$ cat src/pkg/lce_pkg.sv
// Shared constants for the line channel edge and signal-loss control bank
package lce_pkg;
    // Channel count and host port widths
    localparam int LCE_NUM_CH = 3;
    localparam int LCE_AW = 8;
    localparam int LCE_DW = 8;
    // Receive control offset of channel 0 and per-channel stride
    localparam logic [7:0] LCE_RXC_OFS_CH0 = 8'h05;
    localparam logic [7:0] LCE_RXC_OFS_CH1 = 8'h0D;
    localparam logic [7:0] LCE_CH_STRIDE = 8'h08;
    // Transmit control offset of channel 0
    localparam logic [7:0] LCE_TXC_OFS_CH0 = 8'h04;
    // Receive control field positions
    localparam int LCE_RXC_EQ_BIT = 0;
    localparam int LCE_RXC_MON_BIT = 1;
    localparam int LCE_RXC_MUTE_BIT = 2;
    localparam int LCE_RXC_EDGE_BIT = 3;
    localparam int LCE_RXC_ANALOG_SIGNAL_LOSS_DIS_BIT = 4;
    localparam int LCE_RXC_DIGITAL_SIGNAL_LOSS_DIS_BIT = 5;
    // Transmit control field positions
    localparam int LCE_TXC_LBO_BIT = 0;
    localparam int LCE_TXC_EDGE_BIT = 1;
    // Writable masks; bits outside read back as zero
    localparam logic [7:0] LCE_RXC_WMASK = 8'h3F;
    localparam logic [7:0] LCE_TXC_WMASK = 8'h03;
    // Reset values
    localparam logic [7:0] LCE_RXC_RST = 8'h00;
    localparam logic [7:0] LCE_TXC_RST = 8'h00;
    localparam logic [7:0] LCE_RD_UNMAPPED = 8'h00;
endpackage : lce_pkg

$ cat src/design/lce_line_ctrl.sv
// Three-channel line control bank: edge selects, build-out, signal loss control
//
// Notes on behaviour
// Select 0: sample tx rails on falling edge
// Select 1: sample tx rails on rising edge
// Each channel holds its own tx edge select
// Software sets build-out by cable length
// Build-out select ignored in E3 mode
// Bit 5 set turns digital loss detector off
// Bit 4 set turns analog loss detector off
// Detector disables act only at DS3/STS-1
// Rx select 0: data on rising clock edge
// Rx select 1: data on falling clock edge
// Rx control resets to zero, bits 7-6 zero
// Rx control at 0x05 and 0x0D per channel
// Mute forces rx rails low during loss
// Monitor mode accepts attenuated signal without loss
// Writes to unused bits ignored, read zero
`timescale 1ns/1ps
module lce_line_ctrl
    import lce_pkg::*;
#(
    parameter int NUM_CH = LCE_NUM_CH
)
(
    input wire logic clk,
    input wire logic rstn,
    // Host register port
    input wire logic [LCE_AW-1:0] host_addr,
    input wire logic host_wr_en,
    input wire logic host_rd_en,
    input wire logic [LCE_DW-1:0] host_wdata,
    output logic [LCE_DW-1:0] host_rdata,
    // Channel rate strap from channel control, 1 means E3
    input wire logic [NUM_CH-1:0] e3_mode,
    // Transmit side pins from terminal equipment
    input wire logic [NUM_CH-1:0] tx_line_clock,
    input wire logic [NUM_CH-1:0] tx_pos_rail_in,
    input wire logic [NUM_CH-1:0] tx_neg_rail_in,
    // Sampled transmit rails towards the encoder
    output logic [NUM_CH-1:0] tx_pos_sampled,
    output logic [NUM_CH-1:0] tx_neg_sampled,
    output logic [NUM_CH-1:0] tx_sample_strobe,
    output logic [NUM_CH-1:0] tx_build_out_active,
    // Receive side from clock and data recovery
    input wire logic [NUM_CH-1:0] rx_rec_clock,
    input wire logic [NUM_CH-1:0] rx_rec_pos,
    input wire logic [NUM_CH-1:0] rx_rec_neg,
    // Raw detector indications
    input wire logic [NUM_CH-1:0] digital_signal_loss,
    input wire logic [NUM_CH-1:0] analog_signal_loss,
    // Receive outputs to terminal equipment
    output logic [NUM_CH-1:0] rx_clock_out,
    output logic [NUM_CH-1:0] rx_pos_rail_out,
    output logic [NUM_CH-1:0] rx_neg_rail_out,
    // Detector and front-end controls, and loss status
    output logic [NUM_CH-1:0] digital_detector_enable,
    output logic [NUM_CH-1:0] analog_detector_enable,
    output logic [NUM_CH-1:0] rx_monitor_mode,
    output logic [NUM_CH-1:0] rx_equalizer_enable,
    output logic [NUM_CH-1:0] signal_loss_declared
);
    // Per-channel control registers
    logic [LCE_DW-1:0] rxc_q [NUM_CH];
    logic [LCE_DW-1:0] txc_q [NUM_CH];
    // Synchronised strap and detector levels
    logic [NUM_CH-1:0] e3_s1_q, e3_s2_q;
    logic [NUM_CH-1:0] digital_signal_loss_s1_q, digital_signal_loss_s2_q;
    logic [NUM_CH-1:0] analog_signal_loss_s1_q, analog_signal_loss_s2_q;
    // Combinational loss and mute terms
    logic [NUM_CH-1:0] los_now;
    logic [NUM_CH-1:0] mute_now;
    // Read data next value
    logic [LCE_DW-1:0] rdata_d;

    // Strap and detector synchronisers; stage 1 feeds only stage 2
    always_ff @(posedge clk) begin
        if (!rstn) begin
            e3_s1_q <= '0;
            e3_s2_q <= '0;
            digital_signal_loss_s1_q <= '0;
            digital_signal_loss_s2_q <= '0;
            analog_signal_loss_s1_q <= '0;
            analog_signal_loss_s2_q <= '0;
        end else begin
            e3_s1_q <= e3_mode;
            e3_s2_q <= e3_s1_q;
            digital_signal_loss_s1_q <= digital_signal_loss;
            digital_signal_loss_s2_q <= digital_signal_loss_s1_q;
            analog_signal_loss_s1_q <= analog_signal_loss;
            analog_signal_loss_s2_q <= analog_signal_loss_s1_q;
        end
    end

    // One register pair, sampler and output stage per channel
    for (genvar i = 0; i < NUM_CH; i++) begin : g_ch
        // Addresses step by the channel stride
        localparam logic [7:0] RXA = 8'(LCE_RXC_OFS_CH0 + LCE_CH_STRIDE * i);
        localparam logic [7:0] TXA = 8'(LCE_TXC_OFS_CH0 + LCE_CH_STRIDE * i);

        // Receive control; unused upper bits never store
        always_ff @(posedge clk) begin
            if (!rstn) begin
                rxc_q[i] <= LCE_RXC_RST;
            end else if (host_wr_en && host_addr == RXA) begin
                rxc_q[i] <= host_wdata & LCE_RXC_WMASK;
            end
        end

        // Transmit control, one copy per channel so edges stay independent
        always_ff @(posedge clk) begin
            if (!rstn) begin
                txc_q[i] <= LCE_TXC_RST;
            end else if (host_wr_en && host_addr == TXA) begin
                txc_q[i] <= host_wdata & LCE_TXC_WMASK;
            end
        end

        // Disables only bite at DS3/STS-1; E3 keeps both detectors running
        assign digital_detector_enable[i] =
            !(rxc_q[i][LCE_RXC_DIGITAL_SIGNAL_LOSS_DIS_BIT] && !e3_s2_q[i]);
        assign analog_detector_enable[i] =
            !(rxc_q[i][LCE_RXC_ANALOG_SIGNAL_LOSS_DIS_BIT] && !e3_s2_q[i]);
        // Monitor mode tolerates a low analog level, so that cause is dropped
        assign los_now[i] = (digital_detector_enable[i] && digital_signal_loss_s2_q[i])
            || (analog_detector_enable[i] && analog_signal_loss_s2_q[i]
            && !rxc_q[i][LCE_RXC_MON_BIT]);
        assign mute_now[i] = los_now[i] && rxc_q[i][LCE_RXC_MUTE_BIT];
        assign rx_monitor_mode[i] = rxc_q[i][LCE_RXC_MON_BIT];
        assign rx_equalizer_enable[i] = rxc_q[i][LCE_RXC_EQ_BIT];
        // Build-out has no meaning at the E3 rate
        assign tx_build_out_active[i] =
            txc_q[i][LCE_TXC_LBO_BIT] && !e3_s2_q[i];

        // Transmit rail capture
        lce_tx_sampler u_tx (
            .clk(clk),
            .rstn(rstn),
            .tx_line_clock(tx_line_clock[i]),
            .tx_pos_rail_in(tx_pos_rail_in[i]),
            .tx_neg_rail_in(tx_neg_rail_in[i]),
            .edge_sel(txc_q[i][LCE_TXC_EDGE_BIT]),
            .pos_q(tx_pos_sampled[i]),
            .neg_q(tx_neg_sampled[i]),
            .strobe_q(tx_sample_strobe[i])
        );

        // Recovered data output
        lce_rx_output u_rx (
            .clk(clk),
            .rstn(rstn),
            .rec_clk_in(rx_rec_clock[i]),
            .rec_pos_in(rx_rec_pos[i]),
            .rec_neg_in(rx_rec_neg[i]),
            .edge_sel(rxc_q[i][LCE_RXC_EDGE_BIT]),
            .mute(mute_now[i]),
            .rx_clk_out(rx_clock_out[i]),
            .pos_out(rx_pos_rail_out[i]),
            .neg_out(rx_neg_rail_out[i])
        );
    end

    // Loss status is registered so it never glitches on the pin
    always_ff @(posedge clk) begin
        if (!rstn) begin
            signal_loss_declared <= '0;
        end else begin
            signal_loss_declared <= los_now;
        end
    end

    // Read decode; unmapped addresses answer zero
    always_comb begin
        rdata_d = LCE_RD_UNMAPPED;
        for (int c = 0; c < NUM_CH; c++) begin
            if (host_addr == 8'(LCE_RXC_OFS_CH0 + LCE_CH_STRIDE * c)) begin
                rdata_d = rxc_q[c];
            end
            if (host_addr == 8'(LCE_TXC_OFS_CH0 + LCE_CH_STRIDE * c)) begin
                rdata_d = txc_q[c];
            end
        end
    end

    // Read data register, held between reads
    always_ff @(posedge clk) begin
        if (!rstn) begin
            host_rdata <= '0;
        end else if (host_rd_en) begin
            host_rdata <= rdata_d;
        end
    end

    // Channel 0 receive control takes the masked write one cycle later
    a_rxc0_write: assert property (@(posedge clk) disable iff (!rstn)
        (host_wr_en && host_addr == LCE_RXC_OFS_CH0)
        |=> rxc_q[0] == ($past(host_wdata) & LCE_RXC_WMASK))
        else $error("rx control ch0 write lost");
    // Channel 1 sits at its own offset
    a_rxc1_write: assert property (@(posedge clk) disable iff (!rstn)
        (host_wr_en && host_addr == LCE_RXC_OFS_CH1)
        |=> rxc_q[1] == ($past(host_wdata) & LCE_RXC_WMASK))
        else $error("rx control ch1 write lost");
    // Upper bits read back as zero after a channel 0 rx control read
    a_rxc_upper_zero: assert property (@(posedge clk) disable iff (!rstn)
        (host_rd_en && host_addr == LCE_RXC_OFS_CH0) |=> host_rdata[7:6] == 2'h0)
        else $error("unused rx bits not zero");
    // Reset leaves both detectors enabled
    a_rst_detect_on: assert property (@(posedge clk)
        !rstn |=> (digital_detector_enable[0] && analog_detector_enable[0]))
        else $error("detectors off after reset");
    // Digital disable at DS3/STS-1 removes that loss cause
    a_digital_signal_loss_gate: assert property (@(posedge clk) disable iff (!rstn)
        (rxc_q[0][LCE_RXC_DIGITAL_SIGNAL_LOSS_DIS_BIT] && !e3_s2_q[0] && !analog_signal_loss_s2_q[0])
        |-> !los_now[0])
        else $error("digital loss not gated");
    // Analog disable at DS3/STS-1 removes that loss cause
    a_analog_signal_loss_gate: assert property (@(posedge clk) disable iff (!rstn)
        (rxc_q[0][LCE_RXC_ANALOG_SIGNAL_LOSS_DIS_BIT] && !e3_s2_q[0] && !digital_signal_loss_s2_q[0])
        |-> !los_now[0])
        else $error("analog loss not gated");
    // E3 keeps both detectors running whatever the bits say
    a_e3_detect_on: assert property (@(posedge clk) disable iff (!rstn)
        e3_s2_q[0] |-> (digital_detector_enable[0] && analog_detector_enable[0]))
        else $error("detector disabled at E3");
    // Monitor mode never declares loss from the analog detector
    a_monitor_no_los: assert property (@(posedge clk) disable iff (!rstn)
        (rxc_q[0][LCE_RXC_MON_BIT] && !digital_signal_loss_s2_q[0]) |=> !signal_loss_declared[0])
        else $error("loss declared in monitor");
    // Muted rails stay low through the loss
    a_mute_low: assert property (@(posedge clk) disable iff (!rstn)
        mute_now[0] [*2] |-> (!rx_pos_rail_out[0] && !rx_neg_rail_out[0]))
        else $error("rails not muted");
    // Build-out never active in E3
    a_lbo_e3_off: assert property (@(posedge clk) disable iff (!rstn)
        e3_s2_q[1] |-> !tx_build_out_active[1])
        else $error("build-out active at E3");

    // Host port checks on both control registers, read data and reset

    // Channel 0 transmit control takes the masked write
    a_txc0_write: assert property (@(posedge clk) disable iff (!rstn)
        (host_wr_en && host_addr == LCE_TXC_OFS_CH0)
        |=> txc_q[0] == ($past(host_wdata) & LCE_TXC_WMASK))
        else $error("tx control ch0 write lost");

    // A channel 0 edge write leaves channel 1 alone
    a_txc_indep: assert property (@(posedge clk) disable iff (!rstn)
        (host_wr_en && host_addr == LCE_TXC_OFS_CH0)
        |=> $stable(txc_q[1]))
        else $error("tx control leaked");

    // A channel 0 rx write leaves channel 1 alone
    a_rxc_indep: assert property (@(posedge clk) disable iff (!rstn)
        (host_wr_en && host_addr == LCE_RXC_OFS_CH0)
        |=> $stable(rxc_q[1]))
        else $error("rx control leaked");

    // Read data only moves on a read
    a_rdata_hold: assert property (@(posedge clk) disable iff (!rstn)
        !host_rd_en |=> $stable(host_rdata))
        else $error("read data moved");

    // Reset clears read data and channel 1 control
    a_rst_clear: assert property (@(posedge clk)
        !rstn |=> (host_rdata == '0) && (rxc_q[1] == LCE_RXC_RST))
        else $error("state not cleared by reset");

    // Detector and line checks on channel 1 and 0

    // E3 on channel 1 keeps its detectors running too
    a_e3_detect_ch1: assert property (@(posedge clk) disable iff (!rstn)
        e3_s2_q[1] |-> (digital_detector_enable[1] && analog_detector_enable[1]))
        else $error("ch1 detector disabled at E3");

    // Outside E3 the build-out bit passes straight through
    a_lbo_ds3: assert property (@(posedge clk) disable iff (!rstn)
        !e3_s2_q[1] |-> tx_build_out_active[1] == txc_q[1][LCE_TXC_LBO_BIT])
        else $error("build-out lost outside E3");

    // Mute bit clear never mutes
    a_no_mute_off: assert property (@(posedge clk) disable iff (!rstn)
        !rxc_q[0][LCE_RXC_MUTE_BIT] |-> !mute_now[0])
        else $error("muted with mute off");

    // A running digital detector that sees loss declares it
    a_digital_signal_loss_on: assert property (@(posedge clk) disable iff (!rstn)
        (digital_detector_enable[0] && digital_signal_loss_s2_q[0]) |=> signal_loss_declared[0])
        else $error("digital loss not declared");

    // E3 masking a set disable bit seen
    c_e3_masked: cover property (@(posedge clk) disable iff (!rstn)
        e3_s2_q[0] && rxc_q[0][LCE_RXC_DIGITAL_SIGNAL_LOSS_DIS_BIT]);
    // Monitor mode riding through analog loss seen
    c_monitor_loss: cover property (@(posedge clk) disable iff (!rstn)
        rxc_q[2][LCE_RXC_MON_BIT] && analog_signal_loss_s2_q[2]);

    // Rising-edge transmit capture seen
    c_tx_rise: cover property (@(posedge clk) disable iff (!rstn)
        txc_q[0][LCE_TXC_EDGE_BIT] && tx_sample_strobe[0]);
    // Muting during loss seen
    c_rx_mute: cover property (@(posedge clk) disable iff (!rstn)
        mute_now[1] ##1 mute_now[1]);
    // Channels with different edges at once
    c_mixed_edges: cover property (@(posedge clk) disable iff (!rstn)
        txc_q[0][LCE_TXC_EDGE_BIT] != txc_q[2][LCE_TXC_EDGE_BIT]);
endmodule : lce_line_ctrl

$ cat src/design/lce_tx_sampler.sv
// Transmit rail sampler: captures rail data on the selected line clock edge
`timescale 1ns/1ps
module lce_tx_sampler
    import lce_pkg::*;
(
    input wire logic clk,
    input wire logic rstn,
    input wire logic tx_line_clock,
    input wire logic tx_pos_rail_in,
    input wire logic tx_neg_rail_in,
    input wire logic edge_sel,
    output logic pos_q,
    output logic neg_q,
    output logic strobe_q
);
    // Synchroniser stages; stage 1 feeds only stage 2
    logic clk_s1_q, clk_s2_q, clk_s3_q;
    logic pos_s1_q, pos_s2_q, neg_s1_q, neg_s2_q;
    logic rise, fall, take;

    // Pin synchronisers, data and clock share the same latency
    always_ff @(posedge clk) begin
        if (!rstn) begin
            {clk_s1_q, clk_s2_q, clk_s3_q} <= 3'h0;
            {pos_s1_q, pos_s2_q, neg_s1_q, neg_s2_q} <= 4'h0;
        end else begin
            clk_s1_q <= tx_line_clock;
            clk_s2_q <= clk_s1_q;
            clk_s3_q <= clk_s2_q;
            pos_s1_q <= tx_pos_rail_in;
            pos_s2_q <= pos_s1_q;
            neg_s1_q <= tx_neg_rail_in;
            neg_s2_q <= neg_s1_q;
        end
    end

    // Edge finding on the settled copy only
    assign rise = clk_s2_q & ~clk_s3_q;
    assign fall = ~clk_s2_q & clk_s3_q;
    // Select 0 takes the falling edge, 1 the rising edge
    assign take = edge_sel ? rise : fall;

    // Capture registers
    always_ff @(posedge clk) begin
        if (!rstn) begin
            {pos_q, neg_q, strobe_q} <= 3'h0;
        end else begin
            strobe_q <= take;
            if (take) begin
                pos_q <= pos_s2_q;
                neg_q <= neg_s2_q;
            end
        end
    end

    // Capture only on the edge that the select names
    a_tx_edge_pick: assert property (@(posedge clk) disable iff (!rstn)
        strobe_q |-> $past(edge_sel) ? $past(rise) : $past(fall))
        else $error("tx capture on wrong edge");
    // Captured data equals the settled rail value at the edge
    a_tx_data_taken: assert property (@(posedge clk) disable iff (!rstn)
        strobe_q |-> (pos_q == $past(pos_s2_q)) && (neg_q == $past(neg_s2_q)))
        else $error("tx capture data mismatch");
endmodule : lce_tx_sampler

$ cat src/design/lce_rx_output.sv
// Receive output stage: drives recovered clock and rails on the selected edge
`timescale 1ns/1ps
module lce_rx_output
    import lce_pkg::*;
(
    input wire logic clk,
    input wire logic rstn,
    input wire logic rec_clk_in,
    input wire logic rec_pos_in,
    input wire logic rec_neg_in,
    input wire logic edge_sel,
    input wire logic mute,
    output logic rx_clk_out,
    output logic pos_out,
    output logic neg_out
);
    // Synchroniser stages; stage 1 feeds only stage 2
    logic clk_s1_q, clk_s2_q;
    logic pos_s1_q, pos_s2_q, neg_s1_q, neg_s2_q;
    logic rise, fall, upd;

    // Pin synchronisers and the outgoing clock copy
    always_ff @(posedge clk) begin
        if (!rstn) begin
            {clk_s1_q, clk_s2_q, rx_clk_out} <= 3'h0;
            {pos_s1_q, pos_s2_q, neg_s1_q, neg_s2_q} <= 4'h0;
        end else begin
            clk_s1_q <= rec_clk_in;
            clk_s2_q <= clk_s1_q;
            rx_clk_out <= clk_s2_q;
            pos_s1_q <= rec_pos_in;
            pos_s2_q <= pos_s1_q;
            neg_s1_q <= rec_neg_in;
            neg_s2_q <= neg_s1_q;
        end
    end

    // Output clock edge that happens at this clk edge
    assign rise = clk_s2_q & ~rx_clk_out;
    assign fall = ~clk_s2_q & rx_clk_out;
    assign upd = edge_sel ? fall : rise;

    // Data changes together with the chosen output clock edge; mute wins
    always_ff @(posedge clk) begin
        if (!rstn) begin
            {pos_out, neg_out} <= 2'h0;
        end else if (mute) begin
            {pos_out, neg_out} <= 2'h0;
        end else if (upd) begin
            pos_out <= pos_s2_q;
            neg_out <= neg_s2_q;
        end
    end

    // Unmuted data only moves on the selected clock edge
    a_rx_edge_pick: assert property (@(posedge clk) disable iff (!rstn)
        (!$past(mute) && (pos_out != $past(pos_out)))
        |-> ($past(edge_sel) ? $fell(rx_clk_out) : $rose(rx_clk_out)))
        else $error("rx data moved off edge");
endmodule : lce_rx_output

$ cat config.mk
export PLATFORM = sky130hd
export DESIGN_NAME = lce_line_ctrl
export DESIGN_NICKNAME = d
export VERILOG_FILES = /design/src/pkg/lce_pkg.sv /design/src/design/lce_line_ctrl.sv /design/src/design/lce_tx_sampler.sv /design/src/design/lce_rx_output.sv
export SDC_FILE = /design/constraint.sdc
export NUM_CORES = 1
export LEC_CHECK = 0
export BUFFER_PORTS_ARGS = -buffer_cell sky130_fd_sc_hd__buf_2
export CAP_MARGIN = 25
export CORE_UTILIZATION = 40
export CTS_BUF_LIST = sky130_fd_sc_hd__clkbuf_4 sky130_fd_sc_hd__clkbuf_8 sky130_fd_sc_hd__clkbuf_16
export DETAILED_ROUTE_END_ITERATION = 12
export PLACE_DENSITY = 0.69
export SLEW_MARGIN = 25
export SYNTH_ARGS = -nofsm -noshare
export SYNTH_HDL_FRONTEND = slang
export SYNTH_SLANG_ARGS = --single-unit
$ cat constraint.sdc
create_clock -name clk -period 3.6 [get_ports clk]
set_input_delay 0.36 -clock clk [delete_from_list [all_inputs] [get_ports clk]]
set_output_delay 0.36 -clock clk [all_outputs]
set_load 0.01 [all_outputs]
After elaboration in Yosys (flattened, before gate mapping)
Memories as Yosys holds them, arrays and structs flattened.
Index checks and enable logic that the tools add are counted.
- equality and inequality tests: 6
- muxes and demuxes: 37
- bitwise gates (word level): 31
- reductions and logical operators: 45
- operator list (cell ; count):
    $mux 8 ; 6
    $logic_and 1x1->1 ; 27
    $mux 1 ; 25
    $mux 6 ; 3
    $eq 8x3->1 const B ; 2
    $eq 8x4->1 const B ; 2
    $eq 8x5->1 const B ; 2
    $not 1->1 ; 13
    $and 1x1->1 ; 12
    $logic_not 1->1 ; 12
    $mux 2 ; 3
    $or 1x1->1 ; 6
    $reduce_or 2->1 ; 3
    $logic_or 1x1->1 ; 3
- register bits after elaboration: 86
- memory bits (writable): 24
- bits of input ports: 47
- output and inout bits: 44
- logic and storage cells: 186
- memories kept: 2
- memory list (name ; depth ; width ; rd ports ; clocked after Yosys merged registers in ; wr ports ; line ; source):
    rxc_q ; 3 ; 6 ; 3 ; 0 ; 3 ; lce_line_ctrl.sv:64 ; logic [LCE_DW-1:0] rxc_q [NUM_CH];
    txc_q ; 3 ; 2 ; 3 ; 0 ; 3 ; lce_line_ctrl.sv:65 ; logic [LCE_DW-1:0] txc_q [NUM_CH];

Depth between registers and ports, before layout
Gate-level depths: netlist of the first run.
- depth after elaboration: 8
- mapped depth: 5
- depth with buffers taken out: 4

Modules after synthesis
From an unflattened synthesis of the first run, not the netlist that was laid out.
- cell total of the unflattened synthesis: 369
- area total of the unflattened synthesis: 4060.1 µm²
- modules (own cells, without submodules) (module ; instances ; cells an instance ; area each (µm²) ; seq. area each (µm²)):
    lce_line_ctrl ; 1 ; 204 ; 2228.4 ; 1261.2
    lce_tx_sampler ; 3 ; 28 ; 310.3 ; 200.2
    lce_rx_output ; 3 ; 27 ; 300.3 ; 180.2

Worst setup path before layout of the first run
OpenSTA, ideal clock, no wires.
- path type: in2reg
- start: input host_addr[5]
- end: memory txc_q[0][0] (netlist bit), enable pin
- library setup time: 0.358 ns
- arrival time: 1.541 ns
- required time: 3.242 ns
- setup slack: 1.701 ns
- stages: 4
- path through: or3_1 or3_1 buf_6 o41ai_1
- RTL lines (what ; line ; source):
    from (decl) ; lce_line_ctrl.sv:29 ; input wire logic [LCE_AW-1:0] host_addr,
    to (decl) ; lce_line_ctrl.sv:65 ;

==> results of run 1 <==
cell families (layout without fill, tap and decap cells):
logic type             count (synthesis)  after routing
AND/OR/NAND/NOR                      164            164
multiplexers                          15             15
flip-flops                           108            108
AO/OA/AOI/OAI                         36             36
buffers and inverters                 49            111
other                                  1              2
routing by layer:
layer  track usage [%]  vias up
met1             21.01     1259
li1                  -     1338
met3             5.309        6
met4             4.009        0
met5                 0        -
met2             26.62       75
worst max-delay path, delay by kind of cell:
kind / cells / cell delay [ps]
and+or+nand+nor: 4 / 1290
buffers and inverters: 1 / 240
power breakdown:
group / switching, W / total (W) / internal (W)
clock: 0.000439 / 0.000709 / 0.000270
sequential: 0.0000217 / 0.00130 / 0.00128
combinational: 0.0000814 / 0.000144 / 0.0000629
cell usage after synthesis (5+ instances only):
master	n	area (µm²)
nand2_1	8	30.03
edfxtp_1	24	720.7
nand2b_1	14	87.58
nand3b_1	8	60.06
buf_4	26	195.2
a22oi_1	5	37.54
clkbuf_1	12	45.04
nor2b_1	8	50.05
dfxtp_1	84	1682
and2_1	81	506.7
nand3_1	5	25.02
inv_1	8	30.03
o21ai_0	12	60.06
nor2_1	22	82.58
mux2i_1	13	130.1
worst paths after layout:
check                                           start                    endpoint  cells after the start
worst max-delay path                     host_addr[0]                 rxc_q[2][1]                      5
worst max register to register             e3_s2_q[0]        g_ch[0].u_rx.neg_out                      4
worst min-delay path            analog_signal_loss[0]  analog_signal_loss_s1_q[0]                      2
worst min register to register  g_ch[0].u_rx.neg_s1_q       g_ch[0].u_rx.neg_s2_q                      1
final cells by class:
type / instances / area [µm²]
fill: 925 / 5228
multi-input combinational: 217 / 1410
clock buffer: 9 / 123.9
clock inverter: 7 / 66.31
timing repair buffer: 87 / 437.9
inverter: 8 / 30.03
sequential: 108 / 2402
tap: 133 / 166.4
stage by stage:
stage / setup WS [ps] / hold WS [ps]
2_1_floorplan: 1701 / 411.9
3_5_place_dp: 1301 / 418.6
5_1_grt: 1523 / 160.3
6_report: 1743 / 190.3
4_1_cts: 1687 / 172.4
3_3_place_gp: 1354 / 414.7
==> summary by stage, run 1 <==
Outcome
The flow ran to the end, and the final reports show no timing, DRC or antenna violations.

Die
The width of the die is 103.2 µm. The die covers between 10,000 and 15,000 µm². 91 I/O pins were placed. The total area inside the core boundary comes to 9864 µm². The die height is about 100 µm. For this configuration, the core starts out at a cell density of ~42%. The floorplan has 36 rows.

Power and ir drop
The post-route total power is about 0.0022 W. In this run the static leakage power is 1.897 nW. Across the VDD grid, the largest voltage drop is 0.2402 mV.

The cell area power density is 465.3 nW/µm².

CTS
The post-cts repair resize count is 0. The number of buffers added to fix hold violations after cts is 0. The total clock sinks is around 110.

The root buffer cell chosen for the clock tree is clkbuf_8. The later pin in the worst-skew pair is clocked with a latency of 370 ps. The number of buffers inserted during clock tree synthesis is 9.

The post-CTS repair timing setup buffer count is 0. The number of H-tree levels is 3. The clock-pin slew reported for the worst setup and hold paths after clock tree synthesis is 110 ps. The CTS tree is done.

The maximum buffer depth of the clock tree is 2.

Detailed routing
In this run the remaining antenna-violating nets after routing total 0. The first TritonRoute pass finished after 4 iterations. In this run, the number of DRC markers left after iteration 0 of detailed routing was 76. The per-cell via count in the routed design is 4.707. The DRC violation count after routing is 0. Summed over all nets, wire length on met3 after detailed routing comes to 493 µm. Wires add up to roughly 8100 µm. The average wire per standard cell is 14.28 µm. The wire length on met1 is 3745 µm. Detailed routing placed a total of between 3000 and 4000 µm of wire on met2. The vias after detailed routing is 2,678. Routed signal wires occupy layers up through met4.

Finish
The growth of design area from synthesis to finish is 13.09%. The number of diodes added for antenna fixing is 0. The largest registers in the layout are rxc_q (18), host_rdata (6), txc_q (6). The final standard cell area without fillers is 4637 µm². The final core utilization is 47.01%. The register with the most flip-flops in the layout has 18 of them. Cells with a size suffix above 1 make up 25.46% of the layout. The non-filler instance count after layout is 569. In the layout the commonest cells are buf_2 (86), dfxtp_1 (84), and2_1 (81).

Ranked by flip-flop count, first place goes to rxc_q. Leaving out fill and tap cells, the most frequent cell in the layout is buf_2. The final layout net count is approximately 480.

Global route
The via count of the first global-routing pass was ~2,600. The overall overflow remaining after global route is 0. The combined global-route utilization of all metal layers is 16.30%.

The number of antenna violations at the first check in global routing is 0. The wire length of the first global-routing pass is 12,760 µm. The largest net degree at the start of global routing is 43.

STA
The number of hold violations in the final report was 0. Setup repair after global routing left no endpoint under its margin. For the final database, setup skew stands at 11.17 ps. The time the final worst path needs with I/O delays and setup is 1857 ps. Derived from the worst setup path, the maximum achievable clock frequency is 538.5 MHz. The worst relative slew slack is about three fifths.

For the final routed database, the setup TNS stands at 0 ps. The number of setup violations in the final report is 0. The transition at the pin with the smallest max-transition slack is 612.3 ps. The worst path uses 51.59% of the clock period. The final count of pins violating max slew is 0.

Setup path
Data on the critical path is required at its endpoint by between 3000 and 4000 ps. By startpoint and endpoint, the worst setup path is classified as input port to register. The critical-path maximum fanout is 15. The capturing element type of the critical path is a register. The cell seen most often among critical-path stages is nand2_1. The signal on the critical path passes through buf_2, or4b_1, nor2_1, nand2_1, nand2_1. The critical-path cell with the highest stage delay is or4b_1.

In this run the register-to-register setup slack is 2230 ps. The largest stage delay on the critical path is roughly 660 ps. Data on the critical path arrives at its endpoint at around 1900 ps. The startpoint type of the worst setup path is an input port.

Synth
Of all flip-flops after synthesis, the portion carrying an async set or reset was 0%. The distinct cell type count of the synthesized netlist is 39. Synthesis inferred 108 register bits. The dominant combinational cell family by area after synthesis is simple AND/OR/NAND/NOR gates. The mapped netlist covers 4100 µm². The xor-xnor portion of the synthesized cell area is 0%.

After synthesis, flip-flops and latches occupy about 59% of the total area. After technology mapping, the gate count stands at between 300 and 400. The compound-cell area share of the yosys netlist is under 10%. The mux cell area share after synthesis is 3.723%. The synthesized design contains 24 enable-type register cells. The Yosys step of the flow raised 0 warnings. The adder and majority cell fraction of the synthesized area is 0%. The synthesized-area fraction occupied by and/or/nand/nor cells is 24.72%. For this run, the leading register cell type out of synthesis is dfxtp_1.

The synthesized area per cell is about 11 µm².

Run
Max-cap violations in this run came to 0.

Placement
The wire-length estimate of the detail-placed layout is 6024 µm. Port buffering added 86 buffers. Routability-driven placement finished with a final weighted congestion of 0.8550.

The number of placed cells counting well taps is 553. The cell area after placement is between 4000 and 5000 µm².

Hold path
The worst hold path class is input port to register.
Power figures use the tool's default switching activity.
==> run 2, diff against run 1 <==
--- a/config.mk
+++ b/config.mk
@@ -5,12 +5,13 @@
 export SDC_FILE = /design/constraint.sdc
 export NUM_CORES = 1
 export LEC_CHECK = 0
+export ABC_AREA = 1
 export BUFFER_PORTS_ARGS = -buffer_cell sky130_fd_sc_hd__buf_2
 export CAP_MARGIN = 25
 export CORE_UTILIZATION = 40
 export CTS_BUF_LIST = sky130_fd_sc_hd__clkbuf_4 sky130_fd_sc_hd__clkbuf_8 sky130_fd_sc_hd__clkbuf_16
 export DETAILED_ROUTE_END_ITERATION = 12
-export PLACE_DENSITY = 0.69
+export PLACE_DENSITY = 0.71
 export SLEW_MARGIN = 25
 export SYNTH_ARGS = -nofsm -noshare
 export SYNTH_HDL_FRONTEND = slang
==> constraint.sdc (replaced) <==
create_clock -name clk -period 1.5 [get_ports clk]
set_input_delay 0.15 -clock clk [delete_from_list [all_inputs] [get_ports clk]]
set_output_delay 0.15 -clock clk [all_outputs]
set_load 0.01 [all_outputs]
==> run 2 against run 1 <==
Net effect:
- clock skew shrank 1.2 ps
- wire length grew 2.6%
- synthesized cell count grew 37%
- combinational power grew to 2.9 times the previous value
- core utilization grew 3.6 points
- global-route usage shrank 0.52 points
- sequential power grew 140%
- register-to-register slack lost 2000 ps
- critical endpoint is now g_ch[2].u_tx.pos_q
==> summary by stage, run 2 <==
Power and ir drop
The cell-internal power is 0.003882 W. Combinational logic is responsible for a little over 8% of the overall power. The cell area power density is approximately 1000 nW/µm². Summed over all nets, the switching power comes to between 0.001 and 0.0015 W. VDD sags by at most 0.4933 mV. Per report_power, the sequential group accounts for 60.9% of the total.

Of the total power, the share spent switching nets is 24.64%. The clock network burns roughly 31% of the power. For this design the static power due to leakage is 2.727 nW.

Finish
The register with the most flip-flops in the layout has 18 of them. The most frequent standard cell in the layout excluding fill and tap cells is nand2_1. The final layout net count is 654. The number of diodes added for antenna fixing is 0. The area growth from synthesis to layout is 20.52%. The layout filler cell count is 970. The library cells used most frequently in the layout, excluding fill and tap cells, are nand2_1 (136), inv_1 (98), buf_2 (86). The final core utilization is 50.64%. The fraction of layout instances using a drive strength above 1 is 20.42%. The largest register by flop count is rxc_q. In the final layout, the registers with the most flip-flops are rxc_q (18), host_rdata (6), txc_q (6).

Synth
The count of yosys warnings during synthesis is 0. The count of flip-flops with a built-in enable after synthesis is 24. In this run the mean area of a mapped cell was 8.133 µm². The netlist uses 25 different library cells.

In this run, synthesis produced a sequential element count of about 110. In the synthesized netlist the async set-or-reset flop fraction comes to 0%. After synthesis, the cell types taking the most area are dfxtp_1 (40%), edfxtp_1 (17%), nand2_1 (12%).

The top cell type by area accounts for 40.38% of the synthesized area. Counting every instance in the synthesized netlist gives 512. The most frequently used flop master after synthesis is dfxtp_1. The synthesized netlist occupies a cell area of 4164 µm².

The share of synthesized area occupied by flip-flops and latches is around 58%. The most common cell in the synthesized netlist is nand2_1. The commonest cells after synthesis are nand2_1 (136), inv_1 (98), dfxtp_1 (84). The cell type contributing the most total cell area after synthesis is dfxtp_1.

Die
In this run the standard cell core region covers 9910 µm². The initial standard-cell utilization of the core is 42.02%. The number of cell rows is 36. Measured along the y axis, the die boundary spans 104.0 µm.

The boundary pin count is 91. The floorplan step defined a die boundary enclosing 10,820 µm². The width of the die is 104.0 µm.

STA
The number of hold violations in the final report came to 0. Between clock sinks in the finished design, the worst skew comes to 9.936 ps. The final count of pins violating max slew is 0. The post-route worst hold slack is 91.64 ps. For this run, the top clock speed supported by timing is 790.8 MHz. Setup violations remaining at the end of the flow were counted as 0.

Setup repair after global routing left no endpoint under its margin. The time the final worst path needs with I/O delays and setup is around 1300 ps. The final period utilization is 84.30%.

The worst pin sits at a relative slew slack of 64.31%. Summed over all failing endpoints, the final setup total negative slack is 0 ps. At the pin with the least slew margin, the transition time is about 530 ps.

CTS
The H-tree was split into 3 levels. Counting the buffers created by CTS gives 9. Clock latency on the worst-skew pair, taken at its later pin, is 360 ps. The maximum buffer depth of the clock tree is 2. The total clock sinks is 108. TritonCTS built the clock tree. The post-cts repair resize count is 0. The clock tree root buffer cell is clkbuf_8. The clock-pin slew reported for the worst setup and hold paths after clock tree synthesis is around 100 ps.

Setup path
The capturing element type of the critical path is a register. STA classifies the critical path startpoint as a register. For the worst setup path, the data arrival time is 1520 ps. The setup path with the least slack is of type register to register.

The path depth of the worst reg2reg path is 5. In this run the critical register-to-register path is captured at g_ch[2].u_tx.pos_q. The worst register-to-register path begins at txc_q[2][1]. STA puts the critical path data required time at 1760 ps. The worst register-to-register path has a setup slack of about 240 ps.

Along the worst path, the maximum fanout reaches 3.

Global route
The largest net degree at the start of global routing is 21. Summed over all layers, the global routing overflow is 0. The via count of the first global-routing pass is 2,835. The wire length of the first global-routing pass is roughly 13,000 µm.

In the global route stage, overall resource usage came out at 15.79%. The number of antenna violations at the first check in global routing is 0.

Detailed routing
The vias after detailed routing is 3,157. After detailed routing, the number of vias per cell comes to 4.238. For this block, the initial DRC count from the detailed router was 146. After detailed routing, the total wire length is between 8000 and 9000 µm.

The count of antenna-violating nets left after detailed routing is 0. The first-pass detailed-route iteration total is 5. After detailed routing, the number of remaining DRC violations is 0.

After detailed routing, the average wire length per cell comes to 11.19 µm.

Run
Across the run, the number of max-cap violations was 0.

Placement
The half-perimeter wire length after placement is roughly 6000 µm. The congestion estimate from routability-driven global placement came to 0.7870. The count of input and output buffers is 86.

Outcome
The run finished with clean final reports.

Hold path
The worst hold path class is input port to register. The worst hold path was traced through 3 stages. The hold path startpoint is host_rd_en. For hold timing, the worst endpoint is host_rdata[4].
run 2: changes by cell type in the layout (fill, tap and decap cells not counted), moves of 9 or more:
cell           before  now
a21oi_1             3   12
and2_1             81    0
dlygate4sd3_1       0   27
inv_1               8   98
mux2i_1            13    0
nand2_1             8  136
nand2b_1           14    2
nand3_1             5   23
nor2_1             22   59
run 2: metrics by stage:
step                instances  setup WS, ps  cell area (µm²)  power, W
floorplan                 513         99.72             4168  0.003433
global placement          702         152.1             4574  0.003567
detailed placement        702         127.8             4574  0.003579
CTS                       745         228.7             5019  0.005206
global route              745         128.2             5019  0.005382
finish                    745         235.4             5019  0.005151
run 2: kinds of logic (layout without fill, tap and decap cells):
group                  after synthesis  after routing  synth area share, %
AND/OR/NAND/NOR                    234            234                23.26
buffers and inverters              140            239                15.20
flip-flops                         108            108                57.69
AO/OA/AOI/OAI                       29             29                3.756
other                                1              2              0.09006
run 2: how the worst max path moves through the flow:
stage | end | depth (start not counted) | start
after floorplan | rxc_q[2][0] | 5 | host_addr[3]
after global placement | rxc_q[0][3] | 7 | host_addr[3]
after detailed placement | rxc_q[0][2] | 7 | host_addr[3]
after CTS | g_ch[0].u_tx.neg_q | 5 | txc_q[0][1]
after global routing | g_ch[0].u_tx.pos_q | 5 | txc_q[0][1]
final | g_ch[2].u_tx.pos_q | 5 | txc_q[2][1]
run 2: cell type report:
class                   count  area (µm²)  share of cell area [%]
repair buffers            121       760.7                   15.16
flip-flops and latches    108        2402                   47.87
multi-input cells         265        1132                   22.56
inverters                 102       382.9                   7.629
clock inverters             7       50.05                  0.9973
well taps                 133       166.4                   3.316
clock buffers               9       123.9                   2.468
run 2: power groups by stage:
stage	combinational (W)	clock, W	sequential, W
2_1_floorplan	0.000245	0	0.00319
3_3_place_gp	0.000363	0	0.00320
3_5_place_dp	0.000372	0	0.00321
4_1_cts	0.000427	0.00164	0.00314
6_report	0.000423	0.00159	0.00314
5_1_grt	0.000475	0.00176	0.00315
run 2: worst max-delay path: stages, from the launching register on:
cell	delay [ps]
edfxtp_1	470
or3_1	390
nand2_1	90
inv_1	70
nor2_1	90
nor2_1	50
run 2: metal layers:
layer / track usage (%) / vias to the layer above / part of all wire (%)
met4: 8.367 / 0 / 2.6
met5: 0 / - / 0
met3: 2.882 / 14 / 4.6
li1: - / 1675 / -
met1: 19.16 / 1380 / 45
met2: 26.62 / 88 / 48
run 2: repair_timing:
item / CTS / global route
hold buffers: 27 / 0
setup buffers: 0 / 0
hold endpoints to repair: 27 / 0
